$ cat src/logic/lcd_segment_pkg.sv
// constants, register map and waveform codes of the segment display driver
package lcd_segment_pkg;
  // apb register byte offsets
  localparam logic [7:0] CTRL_OFS      = 8'h00;
  localparam logic [7:0] CLKSEL_OFS    = 8'h04;
  localparam logic [7:0] OPTION_OFS    = 8'h08;
  localparam logic [7:0] STATUS_OFS    = 8'h0C;
  localparam logic [7:0] SEG_BASE_OFS  = 8'h10;
  localparam int         SEG_REGS      = 14;
  localparam int         SEG_BITS      = 8;
  localparam int         FP_COUNT      = 27;
  localparam int         BP_COUNT      = 4;
  localparam int         ADDR_W        = 8;
  // control register fields
  localparam int CTRL_EN_BIT  = 7;
  localparam int CTRL_FC_BIT  = 6;
  localparam int CTRL_LC_BIT  = 5;
  localparam int CTRL_CON_LSB = 0;
  // clock select register fields
  localparam int CLK_FCCTL_LSB = 6;
  localparam int CLK_DUTY_LSB  = 3;
  localparam int CLK_LCLK_LSB  = 0;
  // option register fields
  localparam int OPT_PCL_BIT  = 0;
  localparam int OPT_PCH_BIT  = 1;
  localparam int OPT_OSCS_BIT = 2;
  // status register fields
  localparam int ST_SLOT_LSB = 0;
  localparam int ST_HALF_BIT = 2;
  localparam int ST_FCW_BIT  = 3;
  localparam int ST_RUN_BIT  = 4;
  // duty codes
  localparam logic [1:0] DUTY_STATIC  = 2'h0;
  localparam logic [1:0] DUTY_THIRD   = 2'h1;
  localparam logic [1:0] DUTY_QUARTER = 2'h2;
  // last slot index per duty
  localparam logic [1:0] LAST_SLOT_THIRD   = 2'h2;
  localparam logic [1:0] LAST_SLOT_QUARTER = 2'h3;
  // fast-charge length codes
  localparam logic [1:0] FCLEN_32  = 2'h0;
  localparam logic [1:0] FCLEN_64  = 2'h1;
  localparam logic [1:0] FCLEN_128 = 2'h2;
  localparam logic [2:0] FCLEN_SHIFT_BASE = 3'h5;
  // drive level codes: full supply, two thirds, one third, contrast bias
  localparam logic [1:0] LVL_FULL  = 2'h0;
  localparam logic [1:0] LVL_TWO3  = 2'h1;
  localparam logic [1:0] LVL_ONE3  = 2'h2;
  localparam logic [1:0] LVL_BIAS  = 2'h3;
  // base clock divider: ratio is 2^(select + 7) reference ticks
  localparam int          PHASE_W     = 14;
  localparam logic [13:0] PHASE_ALL   = 14'h3FFF;
  localparam logic [2:0]  LCLK_MAX    = 3'h7;
  // reset values
  localparam logic [31:0] RD_ZERO     = 32'h0000_0000;
  localparam logic [3:0]  CON_RESET   = 4'h0;
endpackage

$ cat src/logic/lcd_segment_driver.sv
// apb controlled multiplexed segment display driver
//
// Summary of operation
// - drives up to 27 frontplanes and 4 backplanes: 26x4, 27x3 or 27x1.
// - one pin is frontplane 0 or backplane 3, chosen by the duty field.
// - frontplanes 19-26 go to display by low and high port option bits.
// - fourteen data registers, two frontplanes each, the last only one; 1 turns segment on.
// - disabled means every output at supply level and ladder disconnected.
// - static uses backplane 0, 1/3 uses three, 1/4 uses all four.
// - while enabled the backplane waveforms of the duty run continuously.
// - bias 1/3 with four levels: supply, two thirds, one third, bias.
// - reference clock divided by 3-bit select gives the waveform base clock.
// - one frame spans as many base clock periods as the duty has slots.
// - low-current bit switches ladder resistors to the high value.
// - fast-charge uses low resistance briefly after each waveform edge.
// - fast-charge window is base period over 32, 64 or 128.
// - 4-bit contrast selects one of sixteen bias levels.
// - waveforms keep running in wait mode.
// - with oscillator-in-stop set, the display keeps running in stop mode.
// - otherwise the driver halts in stop and resumes on wake-up.
// - stop mode leaves every register unchanged.
// - duty code 00 static, 01 third, 10 quarter; 11 unused.
// - window per half period is base/32, /64, /128 for codes 00, 01, 10.
// - low-current 0 gives low value, 01 high value, both set fast-charge.
// - enable bit is read/write and cleared by reset.
//
// The APB slave port and the register addresses were decided locally.
`timescale 1ns/1ps
module lcd_segment_driver (
  // apb clock and reset
  input  wire logic                                pclk,
  input  wire logic                                presetn,
  // apb slave
  input  wire logic                                psel,
  input  wire logic                                penable,
  input  wire logic                                pwrite,
  input  wire logic [lcd_segment_pkg::ADDR_W-1:0]  paddr,
  input  wire logic [31:0]                         pwdata,
  output logic      [31:0]                         prdata,
  output logic                                     pready,
  output logic                                     pslverr,
  // reference clock pin and low-power state
  input  wire logic                                crystal_ref_clock,
  input  wire logic                                stop_mode,
  // display drive level codes
  output logic      [5:0]                          backplane_outputs,
  output logic      [1:0]                          shared_front_back_pin,
  output logic      [51:0]                         frontplane_outputs,
  // port c pin ownership
  output logic                                     portc_low_display_sel,
  output logic                                     portc_high_display_sel,
  // analogue ladder control
  output logic                                     ladder_connect,
  output logic                                     ladder_resistor_low,
  output logic      [3:0]                          contrast_sel
);
  import lcd_segment_pkg::*;

  ////////////////////////////////////////////////////////////////////////////////
  // state

  typedef struct packed {
    logic                               driver_enable_bit;
    logic                               fast_charge_sel;
    logic                               low_current_sel;
    logic [3:0]                         contrast_sel;
    logic [1:0]                         fast_charge_len_sel;
    logic [1:0]                         duty_sel;
    logic [2:0]                         base_clock_div_sel;
    logic                               portc_low_display_sel;
    logic                               portc_high_display_sel;
    logic                               osc_run_in_stop;
    logic [SEG_REGS-1:0][SEG_BITS-1:0]  segment_data_regs;
    logic                               xsync1;
    logic                               xsync2;
    logic                               xsync3;
    logic                               xlevel;
    logic [PHASE_W-1:0]                 phase;
    logic [1:0]                         slot;
    logic [31:0]                        rdata;
    logic [BP_COUNT-1:0][1:0]           bp_lvl;
    logic [FP_COUNT-1:0][1:0]           fp_lvl;
    logic                               ladder_on;
    logic                               ladder_low;
  } state_type;

  typedef enum logic [2:0] {
    SEL_NONE,
    SEL_CTRL,
    SEL_CLK,
    SEL_OPT,
    SEL_STAT,
    SEL_SEG
  } sel_type;

  state_type state_r;
  state_type state_nxt;

  ////////////////////////////////////////////////////////////////////////////////
  // address decode

  function automatic sel_type decode(input logic [ADDR_W-1:0] a);
    sel_type s;
    s = SEL_NONE;
    if (a == CTRL_OFS) begin
      s = SEL_CTRL;
    end else if (a == CLKSEL_OFS) begin
      s = SEL_CLK;
    end else if (a == OPTION_OFS) begin
      s = SEL_OPT;
    end else if (a == STATUS_OFS) begin
      s = SEL_STAT;
    end else if (a >= SEG_BASE_OFS && a < SEG_BASE_OFS + ADDR_W'(4 * SEG_REGS) && a[1:0] == 2'h0) begin
      s = SEL_SEG;
    end
    return s;
  endfunction

  function automatic logic [3:0] seg_index(input logic [ADDR_W-1:0] a);
    logic [ADDR_W-1:0] d;
    d = a - SEG_BASE_OFS;
    return d[5:2];
  endfunction

  ////////////////////////////////////////////////////////////////////////////////
  // waveform timing signals

  logic [PHASE_W-1:0]      period_mask;
  logic [PHASE_W-1:0]      half_mask;
  logic [PHASE_W-1:0]      half_pos;
  logic [PHASE_W-1:0]      window_last;
  logic [2:0]              window_shift;
  logic                    half;
  logic                    fc_window;
  logic                    halted;
  logic                    ref_tick;
  logic [1:0]              last_slot;
  logic [FP_COUNT-1:0][1:0] fp_level;
  sel_type                 sel;

  always_comb begin
    // base period is 2^(select+7) reference ticks
    period_mask = PHASE_ALL >> (LCLK_MAX - state_r.base_clock_div_sel);
    half_mask   = period_mask >> 1;
    half        = |(state_r.phase & ~half_mask);
    half_pos    = state_r.phase & half_mask;
    unique case (state_r.fast_charge_len_sel)
      FCLEN_32:  window_shift = FCLEN_SHIFT_BASE;
      FCLEN_64:  window_shift = FCLEN_SHIFT_BASE + 3'h1;
      FCLEN_128: window_shift = FCLEN_SHIFT_BASE + 3'h2;
      default:   window_shift = FCLEN_SHIFT_BASE + 3'h2;
    endcase
    window_last = period_mask >> window_shift;
    fc_window   = half_pos <= window_last;
    unique case (state_r.duty_sel)
      DUTY_THIRD:   last_slot = LAST_SLOT_THIRD;
      DUTY_QUARTER: last_slot = LAST_SLOT_QUARTER;
      default:      last_slot = 2'h0;
    endcase
    // wait mode leaves the reference running
    halted   = stop_mode && !state_r.osc_run_in_stop;
    ref_tick = state_r.xsync2 == state_r.xsync3 && state_r.xsync3 && !state_r.xlevel;
  end

  ////////////////////////////////////////////////////////////////////////////////
  // frontplane level generators

  genvar g;
  generate
    for (g = 0; g < FP_COUNT; g++) begin : g_fp
      frontplane_level u_level (
        .duty     (state_r.duty_sel),
        .slot     (state_r.slot),
        .half     (half),
        .seg_bits (state_r.segment_data_regs[g / 2][(g % 2) * 4 +: 4]),
        .level    (fp_level[g])
      );
    end
  endgenerate

  ////////////////////////////////////////////////////////////////////////////////
  // next state

  always_comb begin
    state_nxt = state_r;
    sel       = decode(paddr);

    // reference pin, three stages
    state_nxt.xsync1 = crystal_ref_clock;
    state_nxt.xsync2 = state_r.xsync1;
    state_nxt.xsync3 = state_r.xsync2;
    if (state_r.xsync2 == state_r.xsync3) begin
      state_nxt.xlevel = state_r.xsync3;
    end

    // register writes, kept in stop
    if (psel && penable && pwrite) begin
      unique case (sel)
        SEL_CTRL: begin
          state_nxt.driver_enable_bit = pwdata[CTRL_EN_BIT];
          state_nxt.fast_charge_sel   = pwdata[CTRL_FC_BIT];
          state_nxt.low_current_sel   = pwdata[CTRL_LC_BIT];
          state_nxt.contrast_sel      = pwdata[CTRL_CON_LSB +: 4];
        end
        SEL_CLK: begin
          state_nxt.fast_charge_len_sel = pwdata[CLK_FCCTL_LSB +: 2];
          state_nxt.duty_sel            = pwdata[CLK_DUTY_LSB +: 2];
          state_nxt.base_clock_div_sel  = pwdata[CLK_LCLK_LSB +: 3];
        end
        SEL_OPT: begin
          state_nxt.portc_low_display_sel  = pwdata[OPT_PCL_BIT];
          state_nxt.portc_high_display_sel = pwdata[OPT_PCH_BIT];
          state_nxt.osc_run_in_stop        = pwdata[OPT_OSCS_BIT];
        end
        SEL_SEG: begin
          state_nxt.segment_data_regs[seg_index(paddr)] = pwdata[SEG_BITS-1:0];
        end
        default: begin
        end
      endcase
    end

    // read data captured in the setup cycle
    if (psel && !penable) begin
      state_nxt.rdata = RD_ZERO;
      unique case (sel)
        SEL_CTRL: begin
          state_nxt.rdata[CTRL_EN_BIT]      = state_r.driver_enable_bit;
          state_nxt.rdata[CTRL_FC_BIT]      = state_r.fast_charge_sel;
          state_nxt.rdata[CTRL_LC_BIT]      = state_r.low_current_sel;
          state_nxt.rdata[CTRL_CON_LSB +: 4] = state_r.contrast_sel;
        end
        SEL_CLK: begin
          state_nxt.rdata[CLK_FCCTL_LSB +: 2] = state_r.fast_charge_len_sel;
          state_nxt.rdata[CLK_DUTY_LSB +: 2]  = state_r.duty_sel;
          state_nxt.rdata[CLK_LCLK_LSB +: 3]  = state_r.base_clock_div_sel;
        end
        SEL_OPT: begin
          state_nxt.rdata[OPT_PCL_BIT]  = state_r.portc_low_display_sel;
          state_nxt.rdata[OPT_PCH_BIT]  = state_r.portc_high_display_sel;
          state_nxt.rdata[OPT_OSCS_BIT] = state_r.osc_run_in_stop;
        end
        SEL_STAT: begin
          state_nxt.rdata[ST_SLOT_LSB +: 2] = state_r.slot;
          state_nxt.rdata[ST_HALF_BIT]      = half;
          state_nxt.rdata[ST_FCW_BIT]       = fc_window;
          state_nxt.rdata[ST_RUN_BIT]       = state_r.driver_enable_bit && !halted;
        end
        SEL_SEG: begin
          state_nxt.rdata[SEG_BITS-1:0] = state_r.segment_data_regs[seg_index(paddr)];
        end
        default: begin
        end
      endcase
    end

    // base clock phase and frame slot
    if (!state_r.driver_enable_bit) begin
      state_nxt.phase = '0;
      state_nxt.slot  = 2'h0;
    end else if (ref_tick && !halted) begin
      if (state_r.phase >= period_mask) begin
        state_nxt.phase = '0;
        // a frame is one base period per slot
        state_nxt.slot = (state_r.slot >= last_slot) ? 2'h0 : state_r.slot + 2'h1;
      end else begin
        state_nxt.phase = state_r.phase + PHASE_W'(1);
      end
    end

    // backplane levels
    for (int b = 0; b < BP_COUNT; b++) begin
      if (!state_r.driver_enable_bit || 2'(b) > last_slot) begin
        state_nxt.bp_lvl[b] = LVL_FULL;
      end else if (2'(b) == state_r.slot) begin
        state_nxt.bp_lvl[b] = half ? LVL_BIAS : LVL_FULL;
      end else begin
        state_nxt.bp_lvl[b] = half ? LVL_TWO3 : LVL_ONE3;
      end
    end

    // frontplane levels
    for (int f = 0; f < FP_COUNT; f++) begin
      state_nxt.fp_lvl[f] = state_r.driver_enable_bit ? fp_level[f] : LVL_FULL;
    end

    // ladder resistor select
    state_nxt.ladder_on = state_r.driver_enable_bit;
    if (!state_r.low_current_sel) begin
      state_nxt.ladder_low = 1'b1;
    end else if (state_r.fast_charge_sel) begin
      state_nxt.ladder_low = fc_window;
    end else begin
      state_nxt.ladder_low = 1'b0;
    end
  end

  ////////////////////////////////////////////////////////////////////////////////
  // registers

  always_ff @(posedge pclk or negedge presetn) begin
    if (!presetn) begin
      state_r                        <= '0;
      state_r.driver_enable_bit      <= 1'b0;
      state_r.contrast_sel           <= CON_RESET;
      state_r.duty_sel               <= DUTY_STATIC;
      state_r.fast_charge_len_sel    <= FCLEN_32;
      state_r.rdata                  <= RD_ZERO;
      state_r.bp_lvl                 <= '0;
      state_r.fp_lvl                 <= '0;
    end else begin
      state_r <= state_nxt;
    end
  end

  ////////////////////////////////////////////////////////////////////////////////
  // outputs

  always_comb begin
    pready  = 1'b1;
    pslverr = psel && penable && (decode(paddr) == SEL_NONE ||
              (pwrite && decode(paddr) == SEL_STAT));
    prdata  = state_r.rdata;
    for (int b = 0; b < 3; b++) begin
      backplane_outputs[b * 2 +: 2] = state_r.bp_lvl[b];
    end
    // shared pin is backplane 3 only in quarter duty
    shared_front_back_pin = (state_r.duty_sel == DUTY_QUARTER) ?
                            state_r.bp_lvl[3] : state_r.fp_lvl[0];
    for (int f = 1; f < FP_COUNT; f++) begin
      frontplane_outputs[(f - 1) * 2 +: 2] = state_r.fp_lvl[f];
    end
    portc_low_display_sel  = state_r.portc_low_display_sel;
    portc_high_display_sel = state_r.portc_high_display_sel;
    ladder_connect         = state_r.ladder_on;
    ladder_resistor_low    = state_r.ladder_low;
    contrast_sel           = state_r.contrast_sel;
  end
endmodule

$ cat src/logic/frontplane_level.sv
// drive level of one frontplane for the current slot and half period
`timescale 1ns/1ps
module frontplane_level (
  // waveform position
  input  wire logic [1:0] duty,
  input  wire logic [1:0] slot,
  input  wire logic       half,
  // segment bits of this frontplane, one per backplane
  input  wire logic [3:0] seg_bits,
  // resulting level code
  output logic      [1:0] level
);
  import lcd_segment_pkg::*;

  logic on_bit;

  always_comb begin
    on_bit = seg_bits[slot];
    if (duty == DUTY_QUARTER || duty == DUTY_THIRD) begin
      // on: full span, off: one third
      if (on_bit) begin
        level = half ? LVL_FULL : LVL_BIAS;
      end else begin
        level = half ? LVL_ONE3 : LVL_TWO3;
      end
    end else begin
      // static: on antiphase, off in phase
      if (seg_bits[0]) begin
        level = half ? LVL_FULL : LVL_BIAS;
      end else begin
        level = half ? LVL_BIAS : LVL_FULL;
      end
    end
  end
endmodule

$ cat config.mk
export PLATFORM = sky130hd
export DESIGN_NAME = lcd_segment_driver
export DESIGN_NICKNAME = d
export VERILOG_FILES = /design/src/logic/lcd_segment_pkg.sv /design/src/logic/lcd_segment_driver.sv /design/src/logic/frontplane_level.sv
export SDC_FILE = /design/constraint.sdc
export NUM_CORES = 1
export LEC_CHECK = 0
export CAP_MARGIN = 20
export CORE_MARGIN = 3
export CORE_UTILIZATION = 30
export DETAILED_ROUTE_END_ITERATION = 6
export DONT_BUFFER_PORTS = 1
export HOLD_SLACK_MARGIN = 0.15
export MAX_ROUTING_LAYER = met4
export PLACE_DENSITY_LB_ADDON = 0.1
export RECOVER_POWER = 50
export SLEW_MARGIN = 20
export SYNTH_ARGS = -nofsm -noshare
export SYNTH_HDL_FRONTEND = slang
export SYNTH_HIERARCHICAL = 1
export SYNTH_SLANG_ARGS = --single-unit
$ cat constraint.sdc
create_clock -name pclk -period 3.7 [get_ports pclk]
set_input_delay 0.185 -clock pclk [delete_from_list [all_inputs] [get_ports pclk]]
set_output_delay 0.185 -clock pclk [all_outputs]
set_load 0.005 [all_outputs]
==> impl_metrics.env, run 1 <==
export IMPL_cts_setup_buffers=0
export IMPL_hold_path_class="input pin to asynchronous set/reset pin"
export IMPL_fin_cells=1734
export IMPL_tritoncts="yes"
export IMPL_critPathLaunchType="input pin"
export IMPL_drive_above_1_share=0.3220
export IMPL_fillers=4470
export IMPL_status="finished with violations"
export IMPL_yosysWarnings=6
export IMPL_path_buf_inv=4
export IMPL_first_pass_iters=6
export IMPL_areaGrowthSynthToFinish_pct=9.031
export IMPL_path_class="input pin to register"
export IMPL_die_h_microns=217.2
export IMPL_rows=76
export IMPL_violations="negative hold slack, max-capacitance violations, max-slew violations"
export IMPL_final_antenna_net_count=0
export IMPL_syn_inst=1180
export IMPL_cts_hold_buf=20
export IMPL_avgViaCountPerCell=4.751
export IMPL_port_buffers=0
export IMPL_setup_worst_path_start="paddr[3]"
export IMPL_synth_edf_count=0
export IMPL_ir_worst_vdd_mv=0.3207
export IMPL_finalMaxSlewViolations=65
export IMPL_yosys_top_cells_area="dfrtp_1, mux2_2, buf_4, mux4_2, xnor2_2"
export IMPL_synth_simple_area_share=0.1332
export IMPL_maxCapViolCount=1
export IMPL_clkSlewWorstSetupHoldPaths_ps=60
export IMPL_dieWidth_microns=217.2
export IMPL_grtUsageMet2=0.2470
export IMPL_cts_root_buffer="clkbuf_16"
export IMPL_post_cts_resized=0
export IMPL_path_cells="dlygate4sd3_1, inv_1, nand2b_1, nor3_2, nand2_1, dlygate4sd3_1, o21ai_0, dlygate4sd3_1"
export IMPL_synth_mux_area_frac=0.1864
export IMPL_grt_usage=0.1562
export IMPL_setup_viol=0
export IMPL_max_stage_delay_ps=790
export IMPL_yosysTopAreaCellShare=0.4114
export IMPL_cp_required_ps=4190
export IMPL_finalInstanceArea_sq_mm=0.01459
export IMPL_fmax_ghz=0.3378
export IMPL_dpl_hpwl_mm=23.85
export IMPL_worstPathMaxFanout=42
export IMPL_synth_ff_type="dfrtp_1"
export IMPL_die_area_sq_mm=0.04718
export IMPL_wl_per_cell_microns=20.59
export IMPL_dp_cells=1658
export IMPL_p_per_area_mw_per_mm2=385.9
export IMPL_cts_max_level=1
export IMPL_core_area_sq_mm=0.04355
export IMPL_critPathArrivalTime_ps=3460
export IMPL_end_kind="register"
export IMPL_hold_violations=220
export IMPL_worst_slew_margin_rel=-0.4550
export IMPL_drc_errors=0
export IMPL_ios=149
export IMPL_seqCellArea_sq_mm=0.005514
export IMPL_clock_tree_buffer_depth=3
export IMPL_ys_top_cells_by_count="dfrtp_1, mux2_2, buf_4"
export IMPL_grt_pass1_vias=8455
export IMPL_period_share=0.8002
export IMPL_synth_most_common_cell="dfrtp_1"
export IMPL_yosysSeqAreaShare=0.4114
export IMPL_setup_tns_ps=0
export IMPL_avgSynthCellArea_sq_um=11.34
export IMPL_cpMostUsedCell="dlygate4sd3_1"
export IMPL_skew_ps=10.39
export IMPL_num_nets_final=1201
export IMPL_leakagePower_nw=6.802
export IMPL_synth_xor_area_frac=0.07536
export IMPL_slowest_stage="dlygate4sd3_1"
export IMPL_wl_mm=35.70
export IMPL_met1_usage=0.2091
export IMPL_overflow=0
export IMPL_grt_max_degree=221
export IMPL_grt_first_pass_wirelength_mm=55.34
export IMPL_cts_buffers_inserted=29
export IMPL_ys_types=62
export IMPL_ys_async_sr_fraction=1.000
export IMPL_gp_congestion=0.7752
export IMPL_critPathTopFamily="buffers and inverters"
export IMPL_synth_top_cell_by_area="dfrtp_1"
export IMPL_grt_busiest_layer="met2"
export IMPL_synth_seq_cells=220
export IMPL_vias=8238
export IMPL_worst_pin_slew_ps=2182
export IMPL_synth_area_sq_mm=0.01338
export IMPL_multiInputGateArea_sq_mm=0.006999
export IMPL_drt_iter0_drc=472
export IMPL_rsz0062_at_grt="no"
export IMPL_holdWs_ps=-654.5
export IMPL_clock_latency_ps=560
export IMPL_synth_compound_area_frac=0.09293
export IMPL_synth_top_family_by_area="multiplexers"
export IMPL_met3_usage=0.03100
export IMPL_placed_area_sq_mm=0.01341
export IMPL_min_period_ps=2961
export IMPL_r2r_start="state_r[231]"
export IMPL_cts_sinks=220
export IMPL_synthAdderAreaFrac=0.02805
export IMPL_initial_core_util=0.3073
export IMPL_antenna_found_initial=3
## per-layer routing
metal	wire, microns	part of all wire	vias to the layer above
met1	16740	0.47	4152
li1	-	-	3935
met3	1681	0.047	38
met4	591	0.017	0
met2	16690	0.47	113
met5	0	0	-
## flip-flops by register name, indices dropped and copies added, names as in the netlist, 3 cells and up
signal	flops
state_r	144
backplane_outputs	5
frontplane_outputs	52
state_nxt	3
prdata	8
contrast_sel	4
## layout by cell type, fill, tap and decap left out, drive strengths merged, types with 7 or more instances in the layout
master,synthesis,layout
nor2b,38,38
o21ai,89,89
dfrtp,220,220
nand2b,8,8
nand2,59,59
dlygate4sd3,0,20
mux2i,13,13
ha,30,30
buf,110,9
a211oi,7,7
clkbuf,30,39
a21oi,48,48
nand3,15,15
mux2,159,159
and3b,28,28
and3,9,9
nor2,53,53
inv,16,17
xor2,34,34
and2,57,57
conb,2,25
mux4,21,21
xnor2,58,58
clkinv,0,9
nor3,19,19
## area by class of cell
class,count,share of cell area
diodes,3,0.0005145
clock buffers,38,0.05617
clock inverters,15,0.01115
inverters,16,0.004116
multi-input cells,827,0.4797
flip-flops and latches,220,0.3779
well taps,585,0.05016
repair buffers,30,0.02032
## cell families (layout without fill, tap and decap cells)
family	after synthesis	after routing
XOR/XNOR	92	92
AND/OR/NAND/NOR	306	306
adder cells (fa/ha/maj)	30	30
flip-flops	220	220
AO/OA/AOI/OAI	181	181
buffers and inverters	156	99
other	2	28
multiplexers	193	193
## per-stage QoR
step	power, W	utilization	setup WS (ps)
final	0.005631	0.3350	739.4
after CTS	0.005750	0.3350	754.6
after global placement	0.002743	0.3078	926.8
after floorplan	0.002750	-	544.3
after global routing	0.005882	0.3350	582.7
after detailed placement	0.002745	0.3078	913.6
## final timing paths
| path | slack, ps | depth (start not counted) | endpoint |
|---|---|---|---|
| worst max-delay path | 740 | 8 | state_r[243] |
| worst min-delay path | -650 | 0 | frontplane_outputs[36] |
| max in group asynchronous | 3970 | 0 | state_nxt[1] |
| min in group pclk | 170 | 3 | prdata[1] |
| worst min register to register | 360 | 0 | state_nxt[113] |
| worst max register to register | 900 | 12 | ladder_resistor_low |
## power breakdown
part           internal, W  switching (W)  total (W)
clock              0.00176        0.00112    0.00288
combinational     0.000129       0.000154   0.000282
sequential         0.00244      0.0000324    0.00247
No activity file was read; power rests on OpenSTA's default activity.
==> run 2, diff against run 1 <==
- clock period: 3.7 -> 2.87 ns (I/O delays scaled with it)
==> impl_metrics.env, run 2 (synthesis results as in run 1) <==
export IMPL_dp_cells=1673
export IMPL_core_area_sq_mm=0.04355
export IMPL_vias=8368
export IMPL_gp_congestion=0.7713
export IMPL_num_nets_final=1228
export IMPL_port_buffers=0
export IMPL_grt_first_pass_wirelength_mm=56.21
export IMPL_skew_ps=18.75
export IMPL_design_power_total_w=0.006857
export IMPL_critPathLaunchType="input pin"
export IMPL_maxCapViolCount=0
export IMPL_p_int_w=0.005279
export IMPL_violations="negative hold slack"
export IMPL_cp_required_ps=3310
export IMPL_worst_pin_slew_ps=928.2
export IMPL_rows=76
export IMPL_finalMaxSlewViolations=0
export IMPL_cts_sinks=220
export IMPL_wl_per_cell_microns=20.67
export IMPL_worst_slew_margin_rel=0.3791
export IMPL_overflow=0
export IMPL_period_share=0.9645
export IMPL_hold_violations=220
export IMPL_fillers=4462
export IMPL_worstPathMaxFanout=8
export IMPL_critPathTopFamily="buffers and inverters"
export IMPL_dieWidth_microns=217.2
export IMPL_tritoncts="yes"
export IMPL_critPathArrivalTime_ps=3200
export IMPL_grt_usage=0.1588
export IMPL_max_stage_delay_ps=760
export IMPL_seqCellArea_sq_mm=0.005515
export IMPL_drt_iter0_drc=374
export IMPL_setup_tns_ps=0
export IMPL_p_comb_frac=0.057
export IMPL_p_per_area_mw_per_mm2=465.4
export IMPL_grt_pass1_vias=8495
export IMPL_end_kind="register"
export IMPL_min_period_ps=2768
export IMPL_wl_mm=36.32
export IMPL_path_cells="inv_1, ha_1, inv_1, o311ai_2, nand3_2, nor3_4, dlygate4sd3_1, nand2_2, mux2_1, dlygate4sd3_1"
export IMPL_die_h_microns=217.2
export IMPL_rsz0062_at_grt="no"
export IMPL_cts_root_buffer="clkbuf_16"
export IMPL_largest_register="state_r"
export IMPL_areaGrowthSynthToFinish_pct=10.09
export IMPL_die_area_sq_mm=0.04718
export IMPL_final_cell_mix="dfrtp_1, mux2_2, and2_1"
export IMPL_fin_ws_ps=102.0
export IMPL_drive_above_1_share=0.3208
export IMPL_path_buf_inv=4
export IMPL_clock_latency_ps=550
export IMPL_antenna_found_initial=3
export IMPL_drc_errors=0
export IMPL_post_place_ws_ps=163.2
export IMPL_initial_core_util=0.3073
export IMPL_cts_buffers_inserted=28
export IMPL_swShare=0.2301
export IMPL_path_class="input pin to register"
export IMPL_largest_reg_flops=144
export IMPL_clkSlewWorstSetupHoldPaths_ps=60
export IMPL_status="finished with violations"
export IMPL_ios=149
export IMPL_slowest_stage="dlygate4sd3_1"
export IMPL_setup_viol=0
export IMPL_final_common_cell="dfrtp_1"
export IMPL_leakagePower_nw=6.852
export IMPL_fmax_ghz=0.3613
export IMPL_ir_worst_vdd_mv=0.3443
export IMPL_dpl_hpwl_mm=24.59
export IMPL_cts_hold_buf=33
export IMPL_multiInputGateArea_sq_mm=0.007004
export IMPL_holdWs_ps=-698.9
export IMPL_first_pass_iters=4
export IMPL_pwr_share_seq=0.463
export IMPL_switching_power_w=0.001578
export IMPL_cts_max_level=1
export IMPL_clock_tree_buffer_depth=3
export IMPL_cts_setup_buffers=0
export IMPL_final_antenna_net_count=0
export IMPL_fin_cells=1757
export IMPL_clockPowerShare=0.480
export IMPL_grt_max_degree=221
export IMPL_hold_path_class="input pin to asynchronous set/reset pin"
export IMPL_avgViaCountPerCell=4.763
==> run 2: cell type report <==
type / instances / share of cell area
Timing Repair Buffer: 58 / 0.03788
Antenna cell: 3 / 0.0005096
Sequential cell: 220 / 0.3744
Clock buffer: 44 / 0.05648
Clock inverter: 4 / 0.001359
Tap cell: 585 / 0.04968
Multi-Input combinational cell: 827 / 0.4754
Inverter: 16 / 0.004331
==> run 2: path summary, 6_finish.rpt <==
path | start | endpoint | slack [ps] | cells past startpoint
worst max-delay path | paddr[5] | state_r[225] | 100 | 10
worst min-delay path | presetn | frontplane_outputs[27] | -700 | 0
worst max register to register | state_r[233] | prdata[3] | 290 | 8
worst min register to register | state_nxt[114] | state_nxt[113] | 350 | 0
max in group asynchronous | presetn | state_r[97] | 3050 | 0
min in group pclk | paddr[6] | prdata[2] | 190 | 4
==> run 2: stage by stage <==
| stage | utilization | instance area (sq um) | hold WS, ps |
|---|---|---|---|
| final | 0.3383 | 14730 | -698.9 |
| after global routing | 0.3383 | 14730 | -735.2 |
| after CTS | 0.3379 | 14720 | -740.1 |
| after detailed placement | 0.3108 | 13530 | -143.8 |
| after global placement | 0.3108 | 13530 | -143.2 |
| after floorplan | - | 13480 | -152.1 |
==> run 2: layer usage <==
metal | global-route usage | share of wire | wire [microns]
met5 | - | 0 | 0
met4 | 0.03327 | 0.016 | 576
met3 | 0.02793 | 0.042 | 1521
met2 | 0.2444 | 0.46 | 16660
met1 | 0.2208 | 0.48 | 17560
==> run 2: what timing repair did <==
action	in CTS	in global routing
gates resized for setup	0	4
setup endpoints to repair	0	8
endpoints found under the hold margin	358	220
==> run 2: power by group through the flow <==
stage	clock network, W	registers (W)	logic (W)
final	0.00329	0.00318	0.000388
after floorplan	0	0.00323	0.000315
after global placement	0	0.00323	0.000315
after global routing	0.00354	0.00318	0.000427
after CTS	0.00343	0.00318	0.000393
after detailed placement	0	0.00323	0.000317
==> run 3, diff against run 2 <==
==> constraint.sdc (replaced) <==
create_clock -name pclk -period 2.87 [get_ports pclk]
set_input_delay 0.4305 -clock pclk [delete_from_list [all_inputs] [get_ports pclk]]
set_output_delay 0.4305 -clock pclk [all_outputs]
set_load 0.005 [all_outputs]
==> impl_metrics.env, run 3 (synthesis results as in run 1) <==
export IMPL_dieWidth_microns=217.2
export IMPL_cts_buffers_inserted=28
export IMPL_fin_cells=1737
export IMPL_drive_above_1_share=0.3270
export IMPL_initial_core_util=0.3073
export IMPL_skew_ps=25.31
export IMPL_hold_path_class="input pin to asynchronous set/reset pin"
export IMPL_worst_r2r_path_depth=9
export IMPL_leakagePower_nw=6.804
export IMPL_die_area_sq_mm=0.04718
export IMPL_grt_first_pass_wirelength_mm=55.92
export IMPL_clock_latency_ps=560
export IMPL_maxCapViolCount=0
export IMPL_largest_register="state_r"
export IMPL_path_class="register to register"
export IMPL_cts_hold_buf=12
export IMPL_r2r_end="state_r[100]"
export IMPL_p_per_area_mw_per_mm2=485.4
export IMPL_cts_sinks=220
export IMPL_dpl_hpwl_mm=24.05
export IMPL_grt_usage=0.1576
export IMPL_holdWs_ps=-406.4
export IMPL_rsz0062_at_grt="no"
export IMPL_rows=76
export IMPL_final_cell_mix="dfrtp_1, mux2_2, and2_1"
export IMPL_gp_congestion=0.7680
export IMPL_worst_slew_margin_rel=0.3111
export IMPL_fmax_ghz=0.3905
export IMPL_final_common_cell="dfrtp_1"
export IMPL_tritoncts="yes"
export IMPL_status="finished with violations"
export IMPL_die_h_microns=217.2
export IMPL_min_period_ps=2561
export IMPL_core_area_sq_mm=0.04355
export IMPL_avgViaCountPerCell=4.712
export IMPL_areaGrowthSynthToFinish_pct=8.910
export IMPL_port_buffers=0
export IMPL_cts_max_level=1
export IMPL_end_kind="register"
export IMPL_fillers=4452
export IMPL_worstPathMaxFanout=11
export IMPL_wl_per_cell_microns=20.51
export IMPL_setup_worst_path_start="state_r[231]"
export IMPL_cts_setup_buffers=0
export IMPL_dp_cells=1671
export IMPL_grt_pass1_vias=8584
export IMPL_antenna_found_initial=2
export IMPL_final_core_util=0.3347
export IMPL_drc_errors=0
export IMPL_grt_max_degree=221
export IMPL_critPathArrivalTime_ps=3060
export IMPL_first_pass_iters=4
export IMPL_cp_required_ps=3370
export IMPL_setup_viol=0
export IMPL_clock_tree_buffer_depth=3
export IMPL_finalMaxSlewViolations=0
export IMPL_period_share=0.8924
export IMPL_critPathLaunchType="register"
export IMPL_r2r_start="state_r[231]"
export IMPL_setup_tns_ps=0
export IMPL_worst_pin_slew_ps=1033
export IMPL_wl_mm=35.63
export IMPL_post_cts_resized=0
export IMPL_final_antenna_net_count=0
export IMPL_violations="negative hold slack"
export IMPL_rrSetupSlack_ps=310
export IMPL_hold_violations=220
export IMPL_clkSlewWorstSetupHoldPaths_ps=60
export IMPL_cts_root_buffer="clkbuf_16"
export IMPL_vias=8184
export IMPL_overflow=0
export IMPL_ir_worst_vdd_mv=0.3416
export IMPL_ios=149
export IMPL_drt_iter0_drc=343
export IMPL_num_nets_final=1205
export IMPL_largest_reg_flops=144
run 3: worst max path at each step:
stage / endpoint / slack [ps] / cells after the start
floorplan: frontplane_outputs[13] / 50 / 9
global placement: state_r[100] / 310 / 9
detailed placement: state_r[100] / 320 / 9
CTS: state_r[100] / 300 / 9
global route: ladder_resistor_low / 130 / 8
finish: state_r[100] / 310 / 9
run 3: per-layer routing:
layer / global-route usage / vias up / part of all wire
met5: - / - / 0
met4: 0.03414 / 0 / 0.017
met3: 0.03225 / 36 / 0.053
met2: 0.2433 / 138 / 0.46
met1: 0.2150 / 4080 / 0.47
li1: - / 3930 / -
run 3: critical path: stages (launching register included):
cell     delay (ps)
dfrtp_1         380
buf_4           180
o21ai_0         250
ha_1            310
a22o_1          200
nor4b_1         280
o21ai_0         190
o21ba_2         320
nor4b_1         270
a21o_1          120
run 3: area by class of cell:
type                            count  area, sq um  share of cell area
Timing Repair Buffer               35        327.8             0.02249
Multi-Input combinational cell    827         6999              0.4802
Clock inverter                      5        50.05            0.003434
Antenna cell                        2        5.005           0.0003434
Tap cell                          585        732.0             0.05022
Clock buffer                       47        883.3             0.06061
Sequential cell                   220         5514              0.3783
Inverter                           16        63.81            0.004378
run 3: through the flow:
step | worst slack (ps) | total power, W | area [sq um]
2_1_floorplan | 46.67 | 0.003542 | 13480
3_5_place_dp | 315.4 | 0.003547 | 13520
5_1_grt | 126.6 | 0.007407 | 14580
4_1_cts | 299.0 | 0.007236 | 14570
3_3_place_gp | 307.5 | 0.003544 | 13520
6_report | 308.9 | 0.007074 | 14580
run 3: power by group:
part           internal (W)  switching (W)  leakage [nW]
Combinational      0.000166       0.000202          3.32
Clock               0.00216        0.00137         0.462
Sequential          0.00314      0.0000319          3.02
